`src/hspc_consts.svh`:
```
`ifndef HSPC_CONSTS_SVH
`define HSPC_CONSTS_SVH

// Counter width and extreme values
`define HSPC_CNT_W        16
`define HSPC_CNT_MAX      16'h7fff
`define HSPC_CNT_MIN      16'h8000
`define HSPC_CNT_NEG_ONE  16'hffff
`define HSPC_CNT_ZERO     16'h0000
`define HSPC_CNT_ONE      16'h0001

// Clock and timing figures
`define HSPC_CLK_HZ       20000000
`define HSPC_MAX_RATE_HZ  10000
`define HSPC_FAST_DLY_NS  20000
`define HSPC_CLK_NS       50
// Longest terminal-to-bit delay in cycles, rounded down
`define HSPC_FAST_DLY_CYC (`HSPC_FAST_DLY_NS / `HSPC_CLK_NS)
// Shortest input half-period in cycles at the top count rate
`define HSPC_HALF_PER_CYC (`HSPC_CLK_HZ / (2 * `HSPC_MAX_RATE_HZ))

`endif

```
`src/hspc_pkg.sv`:
```
package hspc_pkg;
  // Counter control states
  typedef enum logic [2:0] {
    HSPC_ST_COUNT = 3'b001,
    HSPC_ST_LOAD  = 3'b010,
    HSPC_ST_HOLD  = 3'b100
  } hspc_state_t;
endpackage

```
`src/hspc_counter.sv`:
```
// Function
// - Each low-to-high step of the count terminal adds one, at rates up to 10 kHz.
// - The count is a 16-bit two's complement value that only goes up.
// - A count edge at +32767 wraps the count to -32768.
// - A high load request at program cycle end loads the preset value word into the count.
// - A load request held over several program cycles reloads at each cycle end and counts in between.
// - The count value word shows the live count at all times.
// - The zero-crossing flag sets when the count steps from -1 to 0.
// - Loading the preset clears the zero-crossing flag.
// - The fast input bit follows the count terminal within 20 us.
// - Counting goes on from the loaded value until disabled or reloaded.
// - Counting runs on its own, apart from loading and reading.
// - Start values down to -32768 are accepted, giving up to 32768 pulses to zero.
// - A start value of one gives 65535 pulses before the flag sets.
`timescale 1ns/1ps
`include "hspc_consts.svh"
module hspc_counter #(
  parameter int CNT_W = `HSPC_CNT_W
) (
  // Clock and reset
  input  wire logic             mclk_i,
  input  wire logic             rst_i,
  // Pulse terminal
  input  wire logic             count_pin_i,
  // Program side
  input  wire logic             count_enable_i,
  input  wire logic             load_request_i,
  input  wire logic             cycle_end_i,
  input  wire logic [CNT_W-1:0] preset_value_word_i,
  // Status
  output logic [CNT_W-1:0]      count_value_word_o,
  output logic                  zero_cross_o,
  output logic                  fast_input_o,
  output logic                  load_done_o
);
  localparam logic [CNT_W-1:0] NEG_ONE = CNT_W'(`HSPC_CNT_NEG_ONE);
  localparam logic [CNT_W-1:0] ONE     = CNT_W'(`HSPC_CNT_ONE);

  logic                     pin_sync;
  logic                     pin_rise;
  logic                     do_load;
  logic [CNT_W-1:0]         count;
  logic [CNT_W-1:0]         next_count;
  logic [CNT_W-1:0]         fast_lag;
  hspc_pkg::hspc_state_t    state;
  hspc_pkg::hspc_state_t    next_state;

  // Increment with natural wrap
  function automatic logic [CNT_W-1:0] hspc_inc(input logic [CNT_W-1:0] v);
    hspc_inc = v + ONE;
  endfunction

  // Terminal synchroniser
  hspc_sync u_sync (
    .mclk_i  (mclk_i),
    .rst_i   (rst_i),
    .async_i (count_pin_i),
    .sync_o  (pin_sync)
  );

  // Edge detector on synchronised terminal
  hspc_edge u_edge (
    .mclk_i  (mclk_i),
    .rst_i   (rst_i),
    .level_i (pin_sync),
    .rise_o  (pin_rise)
  );

  // Load happens at program cycle end while request is high
  assign do_load = load_request_i & cycle_end_i;

  // Control state: counting, loading, or halted when disabled
  always_comb begin
    case (state)
      hspc_pkg::HSPC_ST_COUNT: next_state = do_load ? hspc_pkg::HSPC_ST_LOAD :
                                            (count_enable_i ? hspc_pkg::HSPC_ST_COUNT : hspc_pkg::HSPC_ST_HOLD);
      hspc_pkg::HSPC_ST_LOAD:  next_state = do_load ? hspc_pkg::HSPC_ST_LOAD :
                                            (count_enable_i ? hspc_pkg::HSPC_ST_COUNT : hspc_pkg::HSPC_ST_HOLD);
      hspc_pkg::HSPC_ST_HOLD:  next_state = do_load ? hspc_pkg::HSPC_ST_LOAD :
                                            (count_enable_i ? hspc_pkg::HSPC_ST_COUNT : hspc_pkg::HSPC_ST_HOLD);
      default:                 next_state = hspc_pkg::HSPC_ST_COUNT;
    endcase
  end

  // State register
  always_ff @(posedge mclk_i) begin
    if (rst_i) begin
      state <= hspc_pkg::HSPC_ST_COUNT;
    end else begin
      state <= next_state;
    end
  end

  // Next count: load wins, else count an edge while enabled
  always_comb begin
    next_count = count;
    if (do_load) begin
      next_count = preset_value_word_i;
    end else if (pin_rise && count_enable_i) begin
      next_count = hspc_inc(count);
    end
  end

  // Counter register
  always_ff @(posedge mclk_i) begin
    if (rst_i) begin
      count <= CNT_W'(`HSPC_CNT_ZERO);
    end else begin
      count <= next_count;
    end
  end

  assign count_value_word_o = count;

  // Zero-crossing flag: load clears, -1 to 0 step sets
  always_ff @(posedge mclk_i) begin
    if (rst_i) begin
      zero_cross_o <= 1'b0;
    end else if (do_load) begin
      zero_cross_o <= 1'b0;
    end else if (pin_rise && count_enable_i && count == NEG_ONE) begin
      zero_cross_o <= 1'b1;
    end
  end

  // Fast input mirrors synchronised terminal, 3 cycles from pin
  always_ff @(posedge mclk_i) begin
    if (rst_i) begin
      fast_input_o <= 1'b0;
    end else begin
      fast_input_o <= pin_sync;
    end
  end

  // One-cycle strobe after each load
  always_ff @(posedge mclk_i) begin
    if (rst_i) begin
      load_done_o <= 1'b0;
    end else begin
      load_done_o <= do_load;
    end
  end

  // Cycles the fast bit has disagreed with the synchronised terminal, for the delay check
  always_ff @(posedge mclk_i) begin
    if (rst_i) begin
      fast_lag <= CNT_W'(`HSPC_CNT_ZERO);
    end else if (fast_input_o != pin_sync) begin
      fast_lag <= fast_lag + ONE;
    end else begin
      fast_lag <= CNT_W'(`HSPC_CNT_ZERO);
    end
  end

  // Assertions
  property p_inc;
    @(posedge mclk_i) disable iff (rst_i)
      (pin_rise && count_enable_i && !do_load) |=> (count == $past(count) + ONE);
  endproperty
  a_inc: assert property (p_inc) else $error("count did not step on edge");

  property p_upward;
    @(posedge mclk_i) disable iff (rst_i)
      (!do_load && !pin_rise) |=> $stable(count);
  endproperty
  a_upward: assert property (p_upward) else $error("count moved without edge");

  property p_wrap;
    @(posedge mclk_i) disable iff (rst_i)
      (count == CNT_W'(`HSPC_CNT_MAX) && pin_rise && count_enable_i && !do_load)
        |=> (count == CNT_W'(`HSPC_CNT_MIN));
  endproperty
  a_wrap: assert property (p_wrap) else $error("no wrap at max");

  property p_load;
    @(posedge mclk_i) disable iff (rst_i)
      do_load |=> (count == $past(preset_value_word_i)) && load_done_o;
  endproperty
  a_load: assert property (p_load) else $error("preset not loaded");

  property p_reload;
    @(posedge mclk_i) disable iff (rst_i)
      (load_request_i && !cycle_end_i && !pin_rise) |=> $stable(count);
  endproperty
  a_reload: assert property (p_reload) else $error("load outside cycle end");

  property p_read;
    @(posedge mclk_i) disable iff (rst_i)
      $changed(count_value_word_o) |-> $past(do_load) || $past(pin_rise && count_enable_i) || $past(rst_i);
  endproperty
  a_read: assert property (p_read) else $error("read value not live");

  property p_zset;
    @(posedge mclk_i) disable iff (rst_i)
      (count == NEG_ONE && pin_rise && count_enable_i && !do_load)
        |=> zero_cross_o && count == CNT_W'(`HSPC_CNT_ZERO);
  endproperty
  a_zset: assert property (p_zset) else $error("zero crossing not flagged");

  property p_zclr;
    @(posedge mclk_i) disable iff (rst_i)
      do_load |=> !zero_cross_o;
  endproperty
  a_zclr: assert property (p_zclr) else $error("flag not cleared by load");

  property p_fast;
    @(posedge mclk_i) disable iff (rst_i)
      $rose(pin_sync) |=> fast_input_o;
  endproperty
  a_fast: assert property (p_fast) else $error("fast input lags");

  property p_hold;
    @(posedge mclk_i) disable iff (rst_i)
      (!count_enable_i && !do_load) |=> $stable(count);
  endproperty
  a_hold: assert property (p_hold) else $error("count moved while disabled");

  // Control state tracks load and enable
  property p_state_onehot;
    @(posedge mclk_i) disable iff (rst_i)
      $onehot(state);
  endproperty
  a_state_onehot: assert property (p_state_onehot) else $error("control state not one-hot");

  property p_state_load;
    @(posedge mclk_i) disable iff (rst_i)
      do_load |=> (state == hspc_pkg::HSPC_ST_LOAD);
  endproperty
  a_state_load: assert property (p_state_load) else $error("no load state after load");

  property p_state_count;
    @(posedge mclk_i) disable iff (rst_i)
      (count_enable_i && !do_load) |=> (state == hspc_pkg::HSPC_ST_COUNT);
  endproperty
  a_state_count: assert property (p_state_count) else $error("not counting while enabled");

  property p_state_hold;
    @(posedge mclk_i) disable iff (rst_i)
      (!count_enable_i && !do_load) |=> (state == hspc_pkg::HSPC_ST_HOLD);
  endproperty
  a_state_hold: assert property (p_state_hold) else $error("not holding while disabled");

  // Edges while disabled and lone cycle ends change nothing
  property p_disabled_edge;
    @(posedge mclk_i) disable iff (rst_i)
      (pin_rise && !count_enable_i && !do_load) |=> $stable(count) && $stable(zero_cross_o);
  endproperty
  a_disabled_edge: assert property (p_disabled_edge) else $error("count moved on disabled edge");

  property p_lone_end;
    @(posedge mclk_i) disable iff (rst_i)
      (cycle_end_i && !load_request_i && !pin_rise) |=> $stable(count);
  endproperty
  a_lone_end: assert property (p_lone_end) else $error("cycle end without request moved count");

  property p_done;
    @(posedge mclk_i) disable iff (rst_i)
      load_done_o |-> $past(do_load);
  endproperty
  a_done: assert property (p_done) else $error("load strobe without load");

  // Extreme start values
  property p_min_start;
    @(posedge mclk_i) disable iff (rst_i)
      (do_load && preset_value_word_i == CNT_W'(`HSPC_CNT_MIN)) |=> (count == CNT_W'(`HSPC_CNT_MIN));
  endproperty
  a_min_start: assert property (p_min_start) else $error("most negative start refused");

  property p_one_start;
    @(posedge mclk_i) disable iff (rst_i)
      (do_load && preset_value_word_i == ONE) |=> (count == ONE) && !zero_cross_o;
  endproperty
  a_one_start: assert property (p_one_start) else $error("start value one not taken");

  // Zero-crossing flag is sticky and moves only on its own events
  property p_zkeep;
    @(posedge mclk_i) disable iff (rst_i)
      (zero_cross_o && !do_load) |=> zero_cross_o;
  endproperty
  a_zkeep: assert property (p_zkeep) else $error("flag dropped without load");

  property p_zrise;
    @(posedge mclk_i) disable iff (rst_i)
      $rose(zero_cross_o) |-> (count == CNT_W'(`HSPC_CNT_ZERO)) && ($past(count) == NEG_ONE);
  endproperty
  a_zrise: assert property (p_zrise) else $error("flag set off the zero crossing");

  property p_zfall;
    @(posedge mclk_i) disable iff (rst_i)
      $fell(zero_cross_o) |-> $past(do_load) || $past(rst_i);
  endproperty
  a_zfall: assert property (p_zfall) else $error("flag cleared without load");

  // Synchroniser delay and fast-bit lag
  property p_sync;
    @(posedge mclk_i) disable iff (rst_i)
      (!$past(rst_i) && !$past(rst_i, 2)) |-> (pin_sync == $past(count_pin_i, 2));
  endproperty
  a_sync: assert property (p_sync) else $error("synchroniser delay wrong");

  property p_fast_lag;
    @(posedge mclk_i) disable iff (rst_i)
      fast_lag < CNT_W'(`HSPC_FAST_DLY_CYC);
  endproperty
  a_fast_lag: assert property (p_fast_lag) else $error("fast bit lag too long");
endmodule

```
`src/hspc_edge.sv`:
```
`timescale 1ns/1ps
// Rising-edge detector on a synchronised level
module hspc_edge (
  // Clock and reset
  input  wire logic mclk_i,
  input  wire logic rst_i,
  // Level in, pulse out
  input  wire logic level_i,
  output logic      rise_o
);
  logic prev;

  // Remember last level
  always_ff @(posedge mclk_i) begin
    if (rst_i) begin
      prev <= 1'b0;
    end else begin
      prev <= level_i;
    end
  end

  assign rise_o = level_i & ~prev;
endmodule

```
`src/hspc_sync.sv`:
```
`timescale 1ns/1ps
// Two-stage synchroniser for one asynchronous level
module hspc_sync (
  // Clock and reset
  input  wire logic mclk_i,
  input  wire logic rst_i,
  // Level in and out
  input  wire logic async_i,
  output logic      sync_o
);
  logic meta;

  // Only the second stage reads the first
  always_ff @(posedge mclk_i) begin
    if (rst_i) begin
      meta   <= 1'b0;
      sync_o <= 1'b0;
    end else begin
      meta   <= async_i;
      sync_o <= meta;
    end
  end
endmodule

```
`config.mk`:
```
export PLATFORM = sky130hd
export DESIGN_NAME = hspc_counter
export DESIGN_NICKNAME = d
export VERILOG_FILES = /design/src/hspc_pkg.sv /design/src/hspc_counter.sv /design/src/hspc_edge.sv /design/src/hspc_sync.sv
export VERILOG_INCLUDE_DIRS = /design/src
export SDC_FILE = /design/constraint.sdc
export NUM_CORES = 1
export LEC_CHECK = 0
export BUFFER_PORTS_ARGS = -buffer_cell sky130_fd_sc_hd__buf_2
export CELL_PAD_IN_SITES_DETAIL_PLACEMENT = 2
export CELL_PAD_IN_SITES_GLOBAL_PLACEMENT = 2
export CORE_ASPECT_RATIO = 0.8
export CORE_MARGIN = 10
export CORE_UTILIZATION = 28
export DETAILED_ROUTE_END_ITERATION = 8
export PLACE_DENSITY = 0.87
export SLEW_MARGIN = 0
export SYNTH_ARGS = -nofsm -noshare
export SYNTH_HDL_FRONTEND = slang
export SYNTH_SLANG_ARGS = --single-unit
export TNS_END_PERCENT = 5
```
`constraint.sdc`:
```
create_clock -name mclk_i -period 5.9 [get_ports mclk_i]
set_clock_uncertainty 0.15 [all_clocks]
set_input_delay 0.295 -clock mclk_i [delete_from_list [all_inputs] [get_ports mclk_i]]
set_output_delay 0.295 -clock mclk_i [all_outputs]
set_load 0.01 [all_outputs]
```
==> results.json, run 1 <==
{
  "status": "completed",
  "placed_cell_area_sq_um": 1240,
  "grt_remaining_overflow": 0,
  "tns_ns": 0,
  "clk-insertion-delay-late_ns": 0.26,
  "chipHeight_um": 73.7,
  "holdBufCountCts": 0,
  "vias_per_cell": 5.04,
  "clk_path_buf_depth": 2,
  "synth_cell_type_count": 24,
  "cts_sinks": 21,
  "crit_fanout": 14,
  "crit_arrival_ns": 2.39,
  "route.detailed.drc": 0,
  "reg2reg_depth": 4,
  "cts_tree": "done",
  "cts-resized-gates": 0,
  "postRouteWirelength_mm": 3.46,
  "ys_seq_area_share_pct": 41.7,
  "wl_per_cell_um": 17.5,
  "dieArea_sq_um": 6420,
  "crit_end": "count_value_word_o[13]",
  "synthToLayoutAreaGrowth_pct": 27.3,
  "rsz0062_at_grt": "false",
  "p_leak_nw": 0.507,
  "post-cts-setup-buffers": 0,
  "most-common-layout-cells": "buf_2 (40), dfxtp_1 (21), nor2_1 (18)",
  "seqPwrFrac_pct": 54.2,
  "fin_area_sq_um": 1280,
  "critPathLaunch": "fast_input_o",
  "gp_congestion": 0.722,
  "r2r_start": "fast_input_o",
  "cp-end-kind": "register",
  "syn-instance-count": 117,
  "crit_required_ns": 5.90,
  "path_buf_inv": 0,
  "synth_top_area_cell": "dfxtp_1",
  "setup_viol_count_final": 0,
  "core.rowCount": 19,
  "grt_pass1_vias": 1104,
  "slew_violations": 0,
  "max_freq_ghz": 0.418,
  "fp.dieW_um": 87.1,
  "max_stage_delay_ns": 0.68,
  "clk_pin_slew_ns": 0.08,
  "synth.area.top_cells": "dfxtp_1 (42%), a211oi_1 (8.9%), xnor2_1 (6.9%)",
  "crit_type": "register to register",
  "switching_power_mw": 0.0796,
  "swShare_pct": 26.8,
  "grt_pass1_wl_mm": 5.75,
  "cts_buffers": 3,
  "worst-path-stages": 4,
  "fin_cells": 197,
  "slew-limit-headroom_pct": 28.2,
  "hold_viol": 0,
  "rrSetupSlack_ns": 3.51,
  "syn_area_per_cell_sq_um": 8.62,
  "critPathLaunchType": "register",
  "r2r_end": "count_value_word_o[13]",
  "clkPwrFrac_pct": 31.9,
  "first_pass_iters": 4,
  "cpMaxStageDelayCell": "or4_4",
  "dp.cells": 193,
  "final_common_cell": "buf_2",
  "cts-root-buf": "clkbuf_8",
  "routed-via-count": 992,
  "grt_usage_pct": 11.0,
  "hold_path.class": "input pin to register",
  "antenna_found_initial": 0,
  "yosysWarnings": 0,
  "fp.coreArea_sq_um": 3450,
  "drtIter0Drc": 51,
  "dp_hpwl_mm": 2.66,
  "syn_area_sq_um": 1010,
  "synth_fp_nets": 140,
  "fin_util_pct": 37.2,
  "io_pins": 41,
  "grt_max_degree": 34,
  "power_frac_comb_pct": 13.9,
  "path_cells": "nand3b_1 > or4_4 > or3_1 > a311oi_1",
  "layout-drive-gt1-share_pct": 29.7,
  "nets": 179,
  "p_per_area_nw_per_um2": 231,
  "synth.top_cell.area_share_pct": 41.7,
  "critPathTopFamily": "simple AND/OR/NAND/NOR gates",
  "worstMarginPinSlew_ns": 1.07,
  "ys_ff_latch": 21,
  "drt.antenna.violating_nets": 0,
  "total_power_mw": 0.297,
  "p_int_mw": 0.217,
  "fin_crit_ns": 2.39,
  "fin_crit_sh_pct": 40.5,
  "cap_violations": 0,
  "port_buffers": 40,
  "floorplan.initialDensity_pct": 29.3,
  "irDropWorstVdd_v": 0.0000968,
  "num_antenna_cells": 0,
  "h-tree-depth": 1
}
==> cell usage after synthesis <==
cell	count
or4_4	1
a31oi_1	1
or4_1	1
inv_1	2
xor2_1	3
nand3b_1	1
nand3_1	3
o21ai_0	3
a311oi_1	5
nor2_1	18
xnor2_1	8
nand4_2	2
or3_1	6
dfxtp_1	21
o31ai_1	1
a211oi_1	12
nand2_1	8
clkbuf_1	6
nor2b_1	3
nor3_1	4
ha_1	1
nand4_1	3
nor4_1	3
and3b_1	1
==> routing by layer <==
metal	part of all wire, %	up-vias	track usage [%]
met5	0	-	0
met4	0.23	0	1.06
met3	8.5	2	5.30
met2	45	29	17.4
met1	46	456	13.6
li1	-	505	-
==> stage by stage <==
stage / setup slack, ns / hold WS, ns
floorplan: 3.94 / 0.217
global placement: 3.71 / 0.270
detailed placement: 3.55 / 0.289
CTS: 3.48 / 0.0925
global route: 3.34 / 0.0947
finish: 3.51 / 0.0919
==> how the worst min path moves through the flow <==
stage | slack (ns) | startpoint | cells after the start | endpoint
after global routing | 0.09 | cycle_end_i | 2 | zero_cross_o
after global placement | 0.27 | u_sync.meta | 1 | u_sync.sync_o
after floorplan | 0.22 | rst_i | 1 | fast_input_o
after CTS | 0.09 | cycle_end_i | 2 | zero_cross_o
final | 0.09 | cycle_end_i | 2 | zero_cross_o
after detailed placement | 0.29 | u_sync.meta | 1 | u_sync.sync_o
==> cell families (layout without fill, tap and decap cells) <==
kind of cell | Yosys count | after routing | share of synthesized area, %
simple gates | 54 | 54 | 28.4
compound gates | 22 | 22 | 16.1
flops | 21 | 21 | 41.7
xor+xnor | 11 | 11 | 9.55
buf+inv | 8 | 46 | 2.98
fa+ha+maj | 1 | 1 | 1.24
==> state kept, by name (all words and copies together), names as in the netlist <==
| name | cells |
|---|---|
| fast_input_o | 1 |
| u_sync.sync_o | 1 |
| count_value_word_o | 16 |
| u_sync.meta | 1 |
| load_done_o | 1 |
| zero_cross_o | 1 |
==> worst reg2reg max path: cells and delay by family (launching register included) <==
family / cells / cell delay (ns)
AOI/OAI and AO/OA: 1 / 0.32
DFF: 1 / 0.32
and+or+nand+nor: 3 / 1.50
==> power groups by stage <==
| stage | clock [mW] | combinational, mW | sequential [mW] |
|---|---|---|---|
| 5_1_grt | 0.104 | 0.0469 | 0.163 |
| 4_1_cts | 0.0953 | 0.0425 | 0.161 |
| 3_3_place_gp | 0 | 0.0397 | 0.163 |
| 3_5_place_dp | 0 | 0.0418 | 0.164 |
| 2_1_floorplan | 0 | 0.0180 | 0.166 |
| 6_report | 0.0947 | 0.0412 | 0.161 |
==> final cells by class <==
type	instances	area, sq um
fill	384	2160
multi-input combinational	88	558
inverter	2	7.51
clock buffer	4	45.0
tap	42	52.6
timing repair buffer	40	200
sequential	21	420
Note: power is estimated with default switching activity, not from simulation.
==> inputs of run 2 (changes only) <==
- CORE_UTILIZATION: 28 -> 26
- PLACE_DENSITY: 0.87 -> 0.82
- clock period: 5.9 -> 2.2 ns (I/O delays scaled with it)
==> results.json, run 2 (synthesis gave the netlist of run 1 again) <==
{
  "first_pass_iters": 4,
  "cts-root-buf": "clkbuf_8",
  "worstMarginPinSlew_ns": 0.414,
  "seqPwrFrac_pct": 52.8,
  "dr.max_layer_used": "met4",
  "met3_length_um": 169,
  "postRouteWirelength_mm": 3.62,
  "fin_crit_sh_pct": 94.3,
  "slew-limit-headroom_pct": 72.4,
  "hold_path.class": "input pin to register",
  "m1WireLength_mm": 1.55,
  "power_frac_comb_pct": 15.8,
  "p_int_mw": 0.598,
  "crit_type": "register to register",
  "io_pins": 41,
  "synthToLayoutAreaGrowth_pct": 43.9,
  "cp-end-kind": "register",
  "floorplan.initialDensity_pct": 26.7,
  "p_per_area_nw_per_um2": 564,
  "grt_pass1_vias": 1209,
  "violations": "negative hold slack",
  "chipHeight_um": 75.7,
  "cts_buffers": 3,
  "irDropWorstVdd_v": 0.000358,
  "whs_ns": -0.00430,
  "cts_sinks": 21,
  "antenna_found_initial": 0,
  "clk-insertion-delay-late_ns": 0.26,
  "core.rowCount": 20,
  "switching_power_mw": 0.220,
  "route.detailed.drc": 0,
  "cts_tree": "done",
  "max_freq_ghz": 0.482,
  "critPathLaunchType": "register",
  "fillers": 440,
  "grt_usage_pct": 11.7,
  "clk_path_buf_depth": 2,
  "wl_per_cell_um": 16.0,
  "dr_wl_met2_mm": 1.86,
  "setup_viol_count_final": 0,
  "fp.dieW_um": 89.6,
  "nets": 195,
  "total_power_mw": 0.818,
  "vias_per_cell": 4.82,
  "fin_crit_ns": 2.07,
  "dp_hpwl_mm": 2.68,
  "hold_viol": 2,
  "layout-drive-gt1-share_pct": 31.6,
  "dieArea_sq_um": 6790,
  "num_antenna_cells": 0,
  "drtIter0Drc": 35,
  "layout_setup_ws_ns": 0.125,
  "pre_cts_ws_ns": 0.116,
  "cap_violations": 0,
  "fp.coreArea_sq_um": 3780,
  "fin_cells": 226,
  "grt_max_degree": 34,
  "crit_arrival_ns": 2.08,
  "routed-via-count": 1089,
  "clk_pin_slew_ns": 0.08,
  "swShare_pct": 26.9,
  "largest_reg_flops": 16,
  "rsz0062_at_grt": "false",
  "p_leak_nw": 0.576,
  "dp.cells": 211,
  "grt_pass1_wl_mm": 6.12,
  "crit_fanout": 6,
  "clkPwrFrac_pct": 31.4,
  "crit_required_ns": 2.21,
  "status": "complete, but fails checks",
  "grt_remaining_overflow": 0,
  "drt.antenna.violating_nets": 0,
  "port_buffers": 40,
  "final_common_cell": "buf_2",
  "h-tree-depth": 1,
  "slew_violations": 0,
  "tns_ns": 0,
  "gp_congestion": 0.777,
  "most-common-layout-cells": "buf_2 (40), nor2_1 (18), dfxtp_1 (18)"
}
## run 2: changes by cell type in the layout (fill, tap and decap cells not counted)
cell and delta:
dfxtp_1 -3, dlygate4sd3_1 +11, dfxtp_2 +3, buf_4 +5
## run 2: worst max-delay path, cell delays in order, from the launching register on
cell	delay [ns]
dfxtp_1	0.42
nand4_2	0.20
or4_4	0.54
or3_1	0.36
a311oi_1	0.31
## run 2: through the flow
step,hold slack (ns),instance area [sq um],util (%)
after CTS,0.00290,1450,38.3
after detailed placement,0.175,1290,34.2
after global routing,0.00303,1450,38.4
final,-0.00430,1450,38.4
after floorplan,0.0316,1010,-
after global placement,0.157,1290,34.2
## run 2: worst paths after layout
check                                            start  cells past startpoint  slack (ns)                endpoint
worst max-delay path             count_value_word_o[7]                      4        0.13  count_value_word_o[13]
worst min-delay path            preset_value_word_i[6]                      3      -0.004   count_value_word_o[6]
worst max register to register   count_value_word_o[7]                      4        0.13  count_value_word_o[13]
worst min register to register             u_sync.meta                      1        0.29           u_sync.sync_o
## run 2: repair_timing
action | in CTS | in global routing
endpoints found under the setup margin | 0 | 1
hold endpoints to repair | 10 | 0
gates resized for setup | 0 | 3
hold buffers | 11 | 0
buffers inserted | 0 | 0
## run 2: cell type report
type                    instances  area (sq um)  area share (%)
multi-input cells              88           558            38.4
repair buffers                 56           348            24.0
inverters                       2          7.51           0.517
clock buffers                   4          45.0            3.10
well taps                      55          68.8            4.74
flip-flops and latches         21           424            29.2
## run 2: power groups by stage
stage	Sequential, mW	Combinational (mW)	Clock [mW]
after CTS	0.432	0.132	0.268
after detailed placement	0.440	0.116	0
final	0.432	0.129	0.257
after global placement	0.437	0.113	0
after global routing	0.437	0.146	0.281
after floorplan	0.445	0.0483	0
## run 2: layer usage
metal | up-vias | track usage (%)
li1 | 537 | -
met1 | 527 | 13.0
met2 | 23 | 20.7
met3 | 2 | 3.42
met4 | 0 | 4.05
met5 | - | 0
==> inputs of run 3 (changes only) <==
- CORE_MARGIN: 10 -> 2
- PLACE_DENSITY: 0.82 -> 0.78
==> results.json, run 3 (synthesis gave the netlist of run 1 again) <==
{
  "slew_violations": 0,
  "vias_per_cell": 5.09,
  "use_met1_pct": 21.1,
  "clkPwrFrac_pct": 31.5,
  "critPathLaunch": "count_value_word_o[5]",
  "crit_type": "register to register",
  "pre_cts_ws_ns": 0.139,
  "irDropWorstVdd_v": 0.000278,
  "most-common-layout-cells": "buf_2 (40), dfxtp_1 (20), nor2_1 (18)",
  "crit_end": "count_value_word_o[13]",
  "h-tree-depth": 1,
  "fp.coreArea_sq_um": 3750,
  "core.rowCount": 20,
  "floorplan.initialDensity_pct": 26.9,
  "seqPwrFrac_pct": 52.1,
  "dieArea_sq_um": 4400,
  "crit_required_ns": 2.23,
  "power_frac_comb_pct": 16.5,
  "cap_violations": 0,
  "drt.antenna.violating_nets": 0,
  "gp_congestion": 0.728,
  "max_freq_ghz": 0.494,
  "clk-insertion-delay-late_ns": 0.26,
  "clk_pin_slew_ns": 0.09,
  "cts_tree": "done",
  "rrSetupSlack_ns": 0.17,
  "chipHeight_um": 59.7,
  "p_int_mw": 0.601,
  "grt_usage_pct": 16.7,
  "setup_viol_count_final": 0,
  "postRouteWirelength_mm": 3.43,
  "fin_crit_sh_pct": 92.1,
  "busiest_layer": "met2",
  "slew-limit-headroom_pct": 69.7,
  "rsz0062_at_grt": "false",
  "grt_pass1_wl_mm": 5.60,
  "fp.dieW_um": 73.6,
  "p_per_area_nw_per_um2": 554,
  "clk_path_buf_depth": 2,
  "status": "completed",
  "cp-end-kind": "register",
  "grt_remaining_overflow": 0,
  "hold_path.class": "input pin to register",
  "nets": 200,
  "grt_max_degree": 34,
  "cts_sinks": 21,
  "r2r_end": "count_value_word_o[13]",
  "crit_arrival_ns": 2.05,
  "reg2reg_depth": 4,
  "swShare_pct": 27.5,
  "gr-usage-met2_pct": 28.8,
  "cts_buffers": 3,
  "synthToLayoutAreaGrowth_pct": 48.3,
  "r2r_start": "count_value_word_o[5]",
  "use_met3_pct": 4.38,
  "cts-root-buf": "clkbuf_8",
  "final_common_cell": "buf_2",
  "drtIter0Drc": 39,
  "switching_power_mw": 0.228,
  "largest_reg_flops": 16,
  "worstMarginPinSlew_ns": 0.451,
  "layout-drive-gt1-share_pct": 30.1,
  "port_buffers": 40,
  "grt_pass1_vias": 1177,
  "first_pass_iters": 4,
  "wl_per_cell_um": 15.6,
  "antenna_found_initial": 0,
  "post-cts-setup-buffers": 0,
  "fin_crit_ns": 2.03,
  "routed-via-count": 1119,
  "tns_ns": 0,
  "critPathLaunchType": "register",
  "p_leak_nw": 0.600,
  "io_pins": 41,
  "layout_setup_ws_ns": 0.175,
  "route.detailed.drc": 0,
  "crit_fanout": 6,
  "num_antenna_cells": 0,
  "dp_hpwl_mm": 2.28,
  "hold_viol": 0
}
## run 3: cell type report
class	instances	area [sq um]
clock buffer	3	41.3
clock inverter	1	5.00
fill	444	2260
inverter	2	7.51
multi-input combinational	88	567
sequential	21	422
tap	44	55.1
timing repair buffer	61	398
## run 3: power groups by stage
stage                     Combinational (mW)  Clock (mW)  Sequential [mW]
after floorplan                       0.0483           0            0.445
after global placement                 0.111           0            0.437
after detailed placement               0.114           0            0.439
after CTS                              0.136       0.278            0.431
after global routing                   0.153       0.289            0.437
final                                  0.136       0.261            0.432
## run 3: how the worst min path moves through the flow
stage	from	to	slack (ns)	cells after the start
after floorplan	rst_i	fast_input_o	0.03	1
after global placement	cycle_end_i	zero_cross_o	0.16	2
after detailed placement	cycle_end_i	zero_cross_o	0.17	2
after CTS	preset_value_word_i[6]	count_value_word_o[6]	0.01	3
after global routing	preset_value_word_i[6]	count_value_word_o[6]	0.02	3
final	preset_value_word_i[6]	count_value_word_o[6]	0.01	3
## run 3: routing by layer
metal	up-vias	wire length [um]
li1	544	-
met1	551	1540
met2	22	1740
met3	2	131
met4	0	21
met5	-	0
## run 3: worst max-delay path, cell delays in order (launching register included)
cell      delay [ns]
dfxtp_1         0.46
nand4_4         0.17
or4_4           0.53
or3_1           0.36
a311oi_1        0.26
## run 3: what timing repair did
| item | in CTS | in global routing |
|---|---|---|
| hold buffers | 16 | 0 |
| resized for setup | 0 | 2 |
| setup endpoints to repair | 0 | 1 |
| hold endpoints to repair | 15 | 0 |
## run 3: metrics by stage
stage | instances | utilization, % | total power [mW] | area [sq um] | hold WS, ns
2_1_floorplan | 117 | - | 0.493 | 1010 | 0.0316
3_3_place_gp | 200 | 34.1 | 0.548 | 1280 | 0.161
3_5_place_dp | 200 | 34.1 | 0.553 | 1280 | 0.170
4_1_cts | 220 | 39.6 | 0.845 | 1490 | 0.00975
5_1_grt | 220 | 39.8 | 0.879 | 1500 | 0.0225
6_report | 220 | 39.8 | 0.829 | 1500 | 0.0136
